## src/logic/aepf_pkg.sv

```systemverilog
// Constants, types and helpers shared by the fault and pin-function register bank.
// Assumes a 50 MHz system clock and an internal oscillator tick of nominally 1 MHz.
`default_nettype none
package aepf_pkg;
  // Register addresses, low nibble of the command byte
  localparam logic [3:0] ADDR_SRST = 4'h1;
  localparam logic [3:0] ADDR_FAULT = 4'h4;
  localparam logic [3:0] ADDR_AUX_DATA = 4'h5;
  localparam logic [3:0] ADDR_SWA = 4'h6;
  localparam logic [3:0] ADDR_SWB = 4'h7;
  localparam logic [3:0] ADDR_DIR = 4'h8;
  localparam logic [3:0] ADDR_SEL = 4'h9;
  localparam logic [3:0] ADDR_CFG1 = 4'ha;
  localparam logic [3:0] ADDR_CFG2 = 4'hb;
  localparam logic [3:0] ADDR_SPECIAL = 4'hc;
  // Command opcodes, high nibble of the command byte
  localparam logic [3:0] OP_READ = 4'h8;
  localparam logic [3:0] OP_WRITE = 4'h4;
  // Reset values
  localparam logic [7:0] RST_ZERO = 8'h00;
  localparam logic [7:0] RST_SWA = 8'h60;
  localparam logic [7:0] RST_CFG2 = 8'h10;
  // Writable bits per register; other bits read zero, except fault bits 5 and 3, which show live status
  localparam logic [7:0] WM_AUX = 8'h7f;
  localparam logic [7:0] WM_SWA = 8'hff;
  localparam logic [7:0] WM_SWB = 8'hf0;
  localparam logic [7:0] WM_CFG1 = 8'hff;
  localparam logic [7:0] WM_CFG2 = 8'hf9;
  localparam logic [7:0] WM_SPECIAL = 8'hff;
  localparam logic [7:0] FLAG_W1C = 8'hd7;
  // Fault register layout
  localparam int BIT_CHK = 7;
  localparam int BIT_BUF_ON = 5;
  localparam int BIT_FAULT_SUM = 3;
  localparam int BIT_IOV = 0;
  localparam logic [7:0] SRC_MASK = 8'h57;
  // Configuration one and two fields, and the soft restart bit
  localparam int BIT_MUX_OFF = 7;
  localparam int BIT_POL = 5;
  localparam int BIT_DED = 3;
  localparam int BIT_LTD = 7;
  localparam int TIM_MSB = 6;
  localparam int TIM_LSB = 3;
  localparam int BIT_CHKE = 0;
  localparam int BIT_SRST = 0;
  // Special function fields
  localparam int BIT_OSCO = 7;
  localparam int BIT_SYNC = 6;
  localparam int BIT_BSO = 5;
  localparam int BIT_BTI = 4;
  localparam int BIT_EFO = 3;
  localparam int MUX_LINES = 3;
  // Auxiliary pin roles
  localparam int PIN_FAULT = 3;
  localparam int PIN_TRIG = 4;
  localparam int PIN_STAT = 5;
  localparam int PIN_CLK = 6;
  // Timing
  localparam int SYS_CLK_PERIOD_NS = 20;
  localparam int OSC_PERIOD_NS = 1000;
  localparam int OSC_HALF_CYC = OSC_PERIOD_NS / (2 * SYS_CLK_PERIOD_NS);
  localparam logic [7:0] TRIG_DELAY_TICKS = 8'h03;

  // Buffer activity sequencer
  typedef enum logic [1:0] {BUF_IDLE, BUF_START, BUF_ACTIVE, BUF_HOLD} aepf_buf_t;

  // Suppression code to tick count
  function automatic logic [6:0] aepf_supp_ticks(input logic [3:0] code);
    logic [6:0] n;
    n = {3'h0, code};
    unique case (code)
      4'h9: n = 7'h0c;
      4'ha: n = 7'h10;
      4'hb: n = 7'h18;
      4'hc: n = 7'h20;
      4'hd: n = 7'h30;
      4'he: n = 7'h40;
      4'hf: n = 7'h7f;
      default: n = {3'h0, code};
    endcase
    return n;
  endfunction
endpackage
`default_nettype wire

```

## src/logic/aepf_qual.sv

```systemverilog
// Per-source fault qualifier: a condition must hold for a set number of ticks.
// Assumes the condition and the tick are on the system clock.
`timescale 1ns/1ns
`default_nettype none
module aepf_qual
  import aepf_pkg::*;
(
  // Clock and control
  input wire logic clk_i,
  input wire logic rst_n_i,
  input wire logic ce_i,
  input wire logic clr_i,
  // Qualification
  input wire logic tick_i,
  input wire logic cond_i,
  input wire logic [6:0] limit_i,
  output logic qual_o
);
  logic [6:0] cnt_ff;

  // Counts ticks while the condition stays present
  always_ff @(posedge clk_i) begin
    if (!rst_n_i || (ce_i && clr_i)) begin
      cnt_ff <= '0;
    end else if (ce_i) begin
      if (!cond_i) begin
        cnt_ff <= '0;
      end else if (tick_i && (cnt_ff < limit_i)) begin
        cnt_ff <= cnt_ff + 7'h01;
      end
    end
  end

  // Qualified once the delay has passed
  assign qual_o = cond_i && (cnt_ff >= limit_i);
endmodule // aepf_qual
`default_nettype wire

```

## src/logic/aepf_regs.sv

```systemverilog
// Fault flags, auxiliary pin and special function register bank.
// Assumes a framer on the same clock delivers decoded command and data bytes.
`timescale 1ns/1ns
`default_nettype none
module aepf_regs
  import aepf_pkg::*;
(
  // Clock, reset, enable
  input wire logic SYS_CLK_I,
  input wire logic NRST_I,
  input wire logic CE_I,
  // Command port from the framer
  input wire logic CMD_VALID_I,
  input wire logic [7:0] CMD_I,
  input wire logic [7:0] WDATA_I,
  input wire logic CHK_OK_I,
  output logic [7:0] RDATA_O,
  output logic RVALID_O,
  // Raw analog fault conditions at fault register positions
  input wire logic [7:0] FAULT_RAW_I,
  // Gain register mux field
  input wire logic [2:0] GAIN_MUX_I,
  // Auxiliary pins
  input wire logic [6:0] AUX_PIN_I,
  output logic [6:0] AUX_PIN_O,
  output logic [6:0] AUX_PIN_OE_O,
  // Status and analog controls
  output logic BUF_ACTIVE_O,
  output logic COMBINED_FAULT_O,
  output logic [7:0] SWITCH_A_O,
  output logic [7:0] SWITCH_B_O
);
  logic [7:0] flags_ff, aux_data_ff, sw_a_ff, sw_b_ff, dir_ff, sel_ff;
  logic [7:0] cfg1_ff, cfg2_ff, special_ff, nxt_flags, raw8, qual, w1c;
  logic [6:0] aux_s1_ff, aux_s2_ff, aux_s3_ff, nxt_pin, supp;
  logic [7:0] raw_s1_ff, raw_s2_ff, buf_cnt_ff, hold_len, rd_mux, fault_view;
  logic [4:0] osc_div_ff;
  logic osc_ff, int_tick, ext_tick, tick, use_ext, trig, trig_prev, trig_rise;
  logic acc_ok, chk_evt, en_bad, wr_ok, rd_ok, srst, det_en, combined, buf_on;
  logic [3:0] addr;
  aepf_buf_t buf_st_ff;

  // Two-stage synchronisers for pins and analog conditions
  always_ff @(posedge SYS_CLK_I) begin
    if (!NRST_I) begin
      aux_s1_ff <= '0;
      aux_s2_ff <= '0;
      aux_s3_ff <= '0;
      raw_s1_ff <= '0;
      raw_s2_ff <= '0;
    end else if (CE_I) begin
      aux_s1_ff <= AUX_PIN_I;
      aux_s2_ff <= aux_s1_ff;
      aux_s3_ff <= aux_s2_ff;
      raw_s1_ff <= FAULT_RAW_I;
      raw_s2_ff <= raw_s1_ff;
    end
  end

  // Command decode and checksum gating
  assign addr = CMD_I[3:0];
  assign acc_ok = CMD_VALID_I && (!cfg2_ff[BIT_CHKE] || CHK_OK_I);
  assign chk_evt = CMD_VALID_I && cfg2_ff[BIT_CHKE] && !CHK_OK_I;
  assign en_bad = (addr == ADDR_CFG2) && WDATA_I[BIT_CHKE] && !CHK_OK_I;
  assign wr_ok = acc_ok && (CMD_I[7:4] == OP_WRITE) && !en_bad;
  assign rd_ok = acc_ok && (CMD_I[7:4] == OP_READ);
  assign srst = wr_ok && (addr == ADDR_SRST) && WDATA_I[BIT_SRST];

  // Control registers
  always_ff @(posedge SYS_CLK_I) begin
    if (!NRST_I || (CE_I && srst)) begin
      aux_data_ff <= RST_ZERO;
      sw_a_ff <= RST_SWA;
      sw_b_ff <= RST_ZERO;
      dir_ff <= RST_ZERO;
      sel_ff <= RST_ZERO;
      cfg1_ff <= RST_ZERO;
      cfg2_ff <= RST_CFG2;
      special_ff <= RST_ZERO;
    end else if (CE_I && wr_ok) begin
      unique case (addr)
        ADDR_AUX_DATA: aux_data_ff <= WDATA_I & WM_AUX;
        ADDR_SWA: sw_a_ff <= WDATA_I & WM_SWA;
        ADDR_SWB: sw_b_ff <= WDATA_I & WM_SWB;
        ADDR_DIR: dir_ff <= WDATA_I & WM_AUX;
        ADDR_SEL: sel_ff <= WDATA_I & WM_AUX;
        ADDR_CFG1: cfg1_ff <= WDATA_I & WM_CFG1;
        ADDR_CFG2: cfg2_ff <= WDATA_I & WM_CFG2;
        ADDR_SPECIAL: special_ff <= WDATA_I & WM_SPECIAL;
        default: ;
      endcase
    end
  end

  // Internal oscillator divider
  always_ff @(posedge SYS_CLK_I) begin
    if (!NRST_I) begin
      osc_div_ff <= '0;
      osc_ff <= 1'b0;
    end else if (CE_I) begin
      if (osc_div_ff == 5'(OSC_HALF_CYC - 1)) begin
        osc_div_ff <= '0;
        osc_ff <= !osc_ff;
      end else begin
        osc_div_ff <= osc_div_ff + 5'h01;
      end
    end
  end
  assign int_tick = (osc_div_ff == 5'(OSC_HALF_CYC - 1)) && !osc_ff;
  assign ext_tick = aux_s2_ff[PIN_CLK] && !aux_s3_ff[PIN_CLK];
  assign use_ext = special_ff[BIT_SYNC] && !dir_ff[PIN_CLK];
  assign tick = use_ext ? ext_tick : int_tick;

  assign supp = aepf_supp_ticks(cfg2_ff[TIM_MSB:TIM_LSB]);
  assign hold_len = TRIG_DELAY_TICKS + {1'b0, supp};
  assign trig = special_ff[BIT_BTI] && !dir_ff[PIN_TRIG] && aux_s2_ff[PIN_TRIG];
  assign trig_prev = special_ff[BIT_BTI] && !dir_ff[PIN_TRIG] && aux_s3_ff[PIN_TRIG];
  assign trig_rise = trig && !trig_prev;

  always_ff @(posedge SYS_CLK_I) begin
    if (!NRST_I || (CE_I && srst)) begin
      buf_st_ff <= BUF_IDLE;
      buf_cnt_ff <= '0;
    end else if (CE_I) begin
      unique case (buf_st_ff)
        BUF_IDLE: begin
          if (trig_rise) begin
            buf_st_ff <= BUF_START;
            buf_cnt_ff <= '0;
          end
        end
        BUF_START: begin
          if (tick) begin
            if (buf_cnt_ff == TRIG_DELAY_TICKS - 8'h01) begin
              buf_st_ff <= BUF_ACTIVE;
            end
            buf_cnt_ff <= buf_cnt_ff + 8'h01;
          end
        end
        BUF_ACTIVE: begin
          if (!trig) begin
            buf_st_ff <= BUF_HOLD;
            buf_cnt_ff <= '0;
          end
        end
        BUF_HOLD: begin
          if (trig) begin
            buf_st_ff <= BUF_ACTIVE;
          end else if (buf_cnt_ff >= hold_len) begin
            buf_st_ff <= BUF_IDLE;
          end else if (tick) begin
            buf_cnt_ff <= buf_cnt_ff + 8'h01;
          end
        end
      endcase
    end
  end
  assign buf_on = (buf_st_ff == BUF_ACTIVE) || (buf_st_ff == BUF_HOLD);
  assign det_en = !buf_on || cfg1_ff[BIT_DED];
  assign raw8 = raw_s2_ff & SRC_MASK;
  // per-source delay restarts with the event or the buffer end
  for (genvar g = 0; g < 8; g++) begin : g_src
    if (SRC_MASK[g]) begin : g_on
      aepf_qual u_qual (
        .clk_i(SYS_CLK_I),
        .rst_n_i(NRST_I),
        .ce_i(CE_I),
        .clr_i(srst),
        .tick_i(tick),
        .cond_i(raw8[g] && det_en),
        .limit_i(supp),
        .qual_o(qual[g])
      );
    end else begin : g_off
      assign qual[g] = 1'b0;
    end
  end
  assign w1c = (wr_ok && (addr == ADDR_FAULT)) ? (WDATA_I & FLAG_W1C) : RST_ZERO;
  always_comb begin
    if (cfg2_ff[BIT_LTD]) begin
      nxt_flags = qual & SRC_MASK;
    end else begin
      nxt_flags = ((flags_ff & ~w1c) | qual) & SRC_MASK;
    end
    nxt_flags[BIT_CHK] = (flags_ff[BIT_CHK] && !w1c[BIT_CHK]) || chk_evt;
  end
  always_ff @(posedge SYS_CLK_I) begin
    if (!NRST_I || (CE_I && srst && !chk_evt)) begin
      flags_ff <= RST_ZERO;
    end else if (CE_I) begin
      flags_ff <= nxt_flags;
    end
  end
  assign combined = (|(flags_ff & SRC_MASK & ~cfg1_ff)) || flags_ff[BIT_CHK];
  // live buffer bit in the fault view
  always_comb begin
    fault_view = flags_ff;
    fault_view[BIT_BUF_ON] = buf_on;
    fault_view[BIT_FAULT_SUM] = combined;
  end
  // inputs read the pin, outputs read stored data
  always_comb begin
    unique case (addr)
      ADDR_FAULT: rd_mux = fault_view;
      ADDR_AUX_DATA: rd_mux = {1'b0, (aux_data_ff[6:0] & dir_ff[6:0]) |
                                     (aux_s2_ff & ~dir_ff[6:0])};
      ADDR_SWA: rd_mux = sw_a_ff;
      ADDR_SWB: rd_mux = sw_b_ff;
      ADDR_DIR: rd_mux = dir_ff;
      ADDR_SEL: rd_mux = sel_ff;
      ADDR_CFG1: rd_mux = cfg1_ff;
      ADDR_CFG2: rd_mux = cfg2_ff;
      ADDR_SPECIAL: rd_mux = special_ff;
      default: rd_mux = RST_ZERO;
    endcase
  end
  // Read answer one cycle after the command
  always_ff @(posedge SYS_CLK_I) begin
    if (!NRST_I) begin
      RDATA_O <= '0;
      RVALID_O <= 1'b0;
    end else if (CE_I) begin
      RVALID_O <= rd_ok;
      if (rd_ok) begin
        RDATA_O <= rd_mux;
      end
    end
  end
  // Pin function multiplexer
  always_comb begin
    nxt_pin = aux_data_ff[6:0];
    // mux lines from the gain field
    // lines 0 to 2 on pins 0 to 2
    for (int i = 0; i < MUX_LINES; i++) begin
      if (special_ff[i] && !cfg1_ff[BIT_MUX_OFF]) begin
        nxt_pin[i] = GAIN_MUX_I[i];
      end
    end
    if (special_ff[BIT_EFO]) begin
      nxt_pin[PIN_FAULT] = combined;
    end
    if (special_ff[BIT_BSO]) begin
      nxt_pin[PIN_STAT] = buf_on ^ cfg1_ff[BIT_POL];
    end
    if (special_ff[BIT_OSCO]) begin
      nxt_pin[PIN_CLK] = osc_ff;
    end
  end
  // Registered pin and status outputs
  always_ff @(posedge SYS_CLK_I) begin
    if (!NRST_I) begin
      AUX_PIN_O <= '0;
      AUX_PIN_OE_O <= '0;
      BUF_ACTIVE_O <= 1'b0;
      COMBINED_FAULT_O <= 1'b0;
      SWITCH_A_O <= RST_SWA;
      SWITCH_B_O <= RST_ZERO;
    end else if (CE_I) begin
      AUX_PIN_O <= nxt_pin;
      AUX_PIN_OE_O <= dir_ff[6:0];
      BUF_ACTIVE_O <= buf_on;
      COMBINED_FAULT_O <= combined;
      SWITCH_A_O <= sw_a_ff;
      SWITCH_B_O <= sw_b_ff;
    end
  end
endmodule // aepf_regs
`default_nettype wire

```

## config.mk

```make
export PLATFORM = sky130hd
export DESIGN_NAME = aepf_regs
export DESIGN_NICKNAME = d
export VERILOG_FILES = /design/src/logic/aepf_pkg.sv /design/src/logic/aepf_qual.sv /design/src/logic/aepf_regs.sv
export SDC_FILE = /design/constraint.sdc
export NUM_CORES = 1
export LEC_CHECK = 0
export ABC_AREA = 1
export BUFFER_PORTS_ARGS = -buffer_cell sky130_fd_sc_hd__clkbuf_2
export CORE_UTILIZATION = 45
export DETAILED_ROUTE_END_ITERATION = 8
export GPL_TIMING_DRIVEN = 0
export MAX_ROUTING_LAYER = met4
export SLEW_MARGIN = 10
export SYNTH_ARGS = -nofsm -noshare
export SYNTH_HDL_FRONTEND = slang
export SYNTH_SLANG_ARGS = --single-unit
```

## constraint.sdc

```tcl
create_clock -name SYS_CLK_I -period 6.1 [get_ports SYS_CLK_I]
set_input_delay 1.525 -clock SYS_CLK_I [delete_from_list [all_inputs] [get_ports SYS_CLK_I]]
set_output_delay 1.525 -clock SYS_CLK_I [all_outputs]
set_load 0.02 [all_outputs]
```

==> impl_results.md <==
- Arrival time worst endpoint: 3.87 ns
- Final cell count without fillers: 1763
- Adder-cell area share of the yosys netlist: around 7.0%
- Worst-Skew Late Latency: 0.44 ns
- Yosys reg bits: 175
- Max-slew violations: 0
- Worst r2r dst: buf_cnt_ff[5]$_SDFFE_PP0P_
- Reg area: 3500 um2
- Final Core Density: 52.8%
- Drt via density: about 5.3
- Largest net degree at the start of global routing: 20
- Core Region: 20400 um2
- Via count: approximately 9000
- Synth Area in Compound Gates: about 14%
- Worst R2R Setup Slack: between 2 and 3 ns
- Main synth FF type: dfxtp_1
- Critical path, cell by cell: nor2_1 -> nand2_1 -> nand2_1 -> o21ai_0 -> ha_1 -> inv_1 -> xor2_1 -> ha_1 -> nand2_1 -> inv_1 -> nand2_1 -> nand2_1 -> nand2_1 -> nand2_1 -> nand2_1 -> buf_2 -> nand3_1 -> a21oi_1
- Peak VDD IR: 0.159 mV
- Total Wirelength: 29900 um
- Initial antenna violation count: 0
- DPL Wire Length: 22400 um
- Post-synth EDFFs: 0
- Post_cts resized: 0
- Clock-pin slew on the worst setup and hold paths: 0.08 ns
- CP max-delay cell: o21ai_0
- Fillers: ~2100
- Die area: 21700 um2
- Htree depth: 4
- Hold Vio Cnt, Final: 0
- Share of cells above drive strength 1: ~11%
- Yosys cell types: 37
- CTS tree: done
- CP Max Fanout: 10
- Final worst path period share: 57.3%
- Detailed-route wire length per cell: between 15 and 20 um
- Hold path endpoint: g_src[0].g_on.u_qual.cnt_ff[0]$_SDFFE_PP0P_
- IO Pins: 80
- Mean post-synth cell area: around 7 um2
- Placed Cells: 1731
- Hold-fix buffers, CTS: 0
- Ant diodes: 0
- Fraction of registers with async set/reset: 0%
- Worst hold slack: 0.461 ns
- Clock sink count: 175
- Post-synthesis simple-gate area fraction: between 30% and 40%
- Pwr Density: around 230 nW/um2
- Post-Synth XOR/XNOR Area: about 2.7%
- # DRC: 0
- CP startpoint kind: flop
- Synthesis-to-layout area growth: 13.7%
- Max Cap Viol: 0
- Combinational family with the most area after synthesis: simple AND/OR/NAND/NOR gates
- Static Leak: 0.00459 uW
- Worst Tran Pin Value: about 1.1 ns
- Hold depth: 1
- Synthesized netlist cell count: ~1400
- Max transition margin: 29.2%
- Bufs on Longest Clock Path: 2
- Vias in the first global route: 8612
- RSZ-0062 raised after global routing: no
- First-pass GRT wire length: 47400 um
- R2R depth: 18
- Worst Setup End Kind: flop
- Final setup TNS: 0 ns
- Sequential fraction of the synthesis area: a little under two fifths
- Outcome: finished, final reports clean
- Die Height: around 150 um
- Global route overflow: 0
- Final net count: 1572
- Number of setup buffers added after CTS: 0
- Setup Viol. Count Final: 0
- Gpl congestion: 1.00
- Die W: 147 um
- Most used cell, CP: nand2_1
- Row cnt: 52
- Min cycle time layout: ~3.5 ns
- Overall Power: 2530 uW
- Drt pass-1 iters: 5
- R2r startpoint: cfg2_ff[3]$_SDFFE_PP0P_
- Num CTS Buffers: 17
- Mux share of post-synthesis cell area: 0%
- PortBufs: 66
- GRT Util Overall: between 20 and 30%
- Worst hold path type: reg2reg
- Yosys warnings: 0
- DRT antenna net count: 0
- Mapped Area: 9480 um2
- Root buffer cell: clkbuf_16
- Max stage delay on crit path: 0.81 ns
- FMAX: 0.286 GHz
- Multi-input gate area: 5270 um2
- Kind of critical path: reg2reg
- Initial DRC count: 691
- Starting Density: 46.4%
- Critical Path RT: 6.48 ns
- HP Start: g_src[0].g_on.u_qual.cnt_ff[0]$_SDFFE_PP0P_
- Setup Skew: ~0.011 ns
-- layout by cell type, fill, tap and decap left out, drive strengths merged, types with 3 or more instances in the layout --
master  netlist  layout
buf          34      34
ha           53      53
nand3b        3       3
a21oi       156     156
nor2        203     203
nand3       127     127
inv         115     122
nand4        13      13
xnor2        15      15
conb          1       4
o211ai        5       5
nor3         16      16
clkbuf       19     102
dfxtp       175     175
a21o          6       6
nand2       348     348
clkinv        0       7
o21ai        82      82
xor2         14      14
-- per-stage QoR --
stage | worst slack, ns | cell area (um2)
floorplan | 3.41 | 9500
global placement | 2.64 | 10200
detailed placement | 2.64 | 10200
CTS | 2.59 | 10800
global route | 2.24 | 10800
finish | 2.60 | 10800
-- critical path, delay by kind of cell (launching register included) --
kind                       cells  cell delay, ns
AOI/OAI and AO/OA              2            0.95
and+or+nand+nor               10            0.84
adders and majority gates      2            0.64
DFF                            1            0.49
buffers and inverters          3            0.36
xor gates and xnor gates       1            0.16
-- metal layers --
layer	GRT usage, %	vias up	part of all wire, %
li1	-	4721	-
met1	37.1	4256	46
met2	46.6	224	46
met3	5.06	67	4.8
met4	11.6	0	3.4
met5	-	-	0
-- cell usage after synthesis, types with 2 or more instances --
master / instances / area share [%]
nand2_1: 334 / 13
nor2_1: 197 / 7.8
dfxtp_1: 175 / 37
a21oi_1: 156 / 8.2
nand3_1: 125 / 6.6
inv_1: 109 / 4.3
o21ai_0: 81 / 4.3
ha_1: 53 / 7.0
buf_2: 19 / 1.0
clkbuf_1: 18 / 0.71
nor3_1: 15 / 0.79
xnor2_1: 15 / 1.4
xor2_1: 14 / 1.3
nand4_1: 13 / 0.86
nand2_2: 9 / 0.59
a21o_1: 6 / 0.47
buf_4: 6 / 0.47
inv_2: 6 / 0.24
nand2_4: 5 / 0.59
o211ai_1: 5 / 0.40
buf_1: 4 / 0.16
buf_6: 4 / 0.47
nand3b_1: 3 / 0.24
nor2_2: 3 / 0.20
nor2_4: 3 / 0.36
o22ai_1: 2 / 0.13
o31ai_1: 2 / 0.16
-- logic make-up after synthesis --
group | Yosys count
buffers and inverters | 168
DFF | 175
adders and majority gates | 53
xor gates and xnor gates | 29
other | 1
and+or+nand+nor | 712
AOI/OAI and AO/OA | 254
-- where the power goes --
part           leakage, uW  internal (uW)  switching, uW  total [uW]
clock network     0.000304            594            563        1160
logic              0.00287           49.2            140         189
registers          0.00142           1160           14.9        1180
-- state kept, by name (all words and copies together) (netlist names), 2 cells and up --
register / flops
sel_ff: 7
raw_s1_ff: 5
RDATA_O: 8
SWITCH_B_O: 4
special_ff: 8
sw_b_ff: 4
aux_s1_ff: 7
AUX_PIN_OE_O: 7
buf_st_ff: 2
flags_ff: 6
AUX_PIN_O: 7
cfg1_ff: 8
dir_ff: 7
aux_data_ff: 7
aux_s3_ff: 2
g_src.g_on.u_qual.cnt_ff: 35
osc_div_ff: 5
cfg2_ff: 6
aux_s2_ff: 7
sw_a_ff: 8
SWITCH_A_O: 8
raw_s2_ff: 5
buf_cnt_ff: 8
-- layout make-up --
class                           count  area share, %
Buffer                             53           2.67
Timing Repair Buffer               66           3.06
Inverter                          115           4.00
Clock buffer                       17           3.95
Clock inverter                     15           1.79
Multi-Input combinational cell   1052           48.9
Sequential cell                   175           32.5
Tap cell                          270           3.13
-- worst max-delay path by stage --
stage | startpoint | end | slack, ns
2_1_floorplan | CMD_I[7] | cfg2_ff[0]$_SDFFE_PP0P_ | 3.41
3_3_place_gp | cfg2_ff[3]$_SDFFE_PP0P_ | buf_cnt_ff[5]$_SDFFE_PP0P_ | 2.64
3_5_place_dp | cfg2_ff[3]$_SDFFE_PP0P_ | buf_cnt_ff[5]$_SDFFE_PP0P_ | 2.64
4_1_cts | cfg2_ff[3]$_SDFFE_PP0P_ | buf_cnt_ff[5]$_SDFFE_PP0P_ | 2.59
5_1_grt | cfg2_ff[3]$_SDFFE_PP0P_ | buf_cnt_ff[5]$_SDFFE_PP0P_ | 2.24
6_report | cfg2_ff[3]$_SDFFE_PP0P_ | buf_cnt_ff[5]$_SDFFE_PP0P_ | 2.60
No activity file was read; power rests on OpenSTA's default activity.
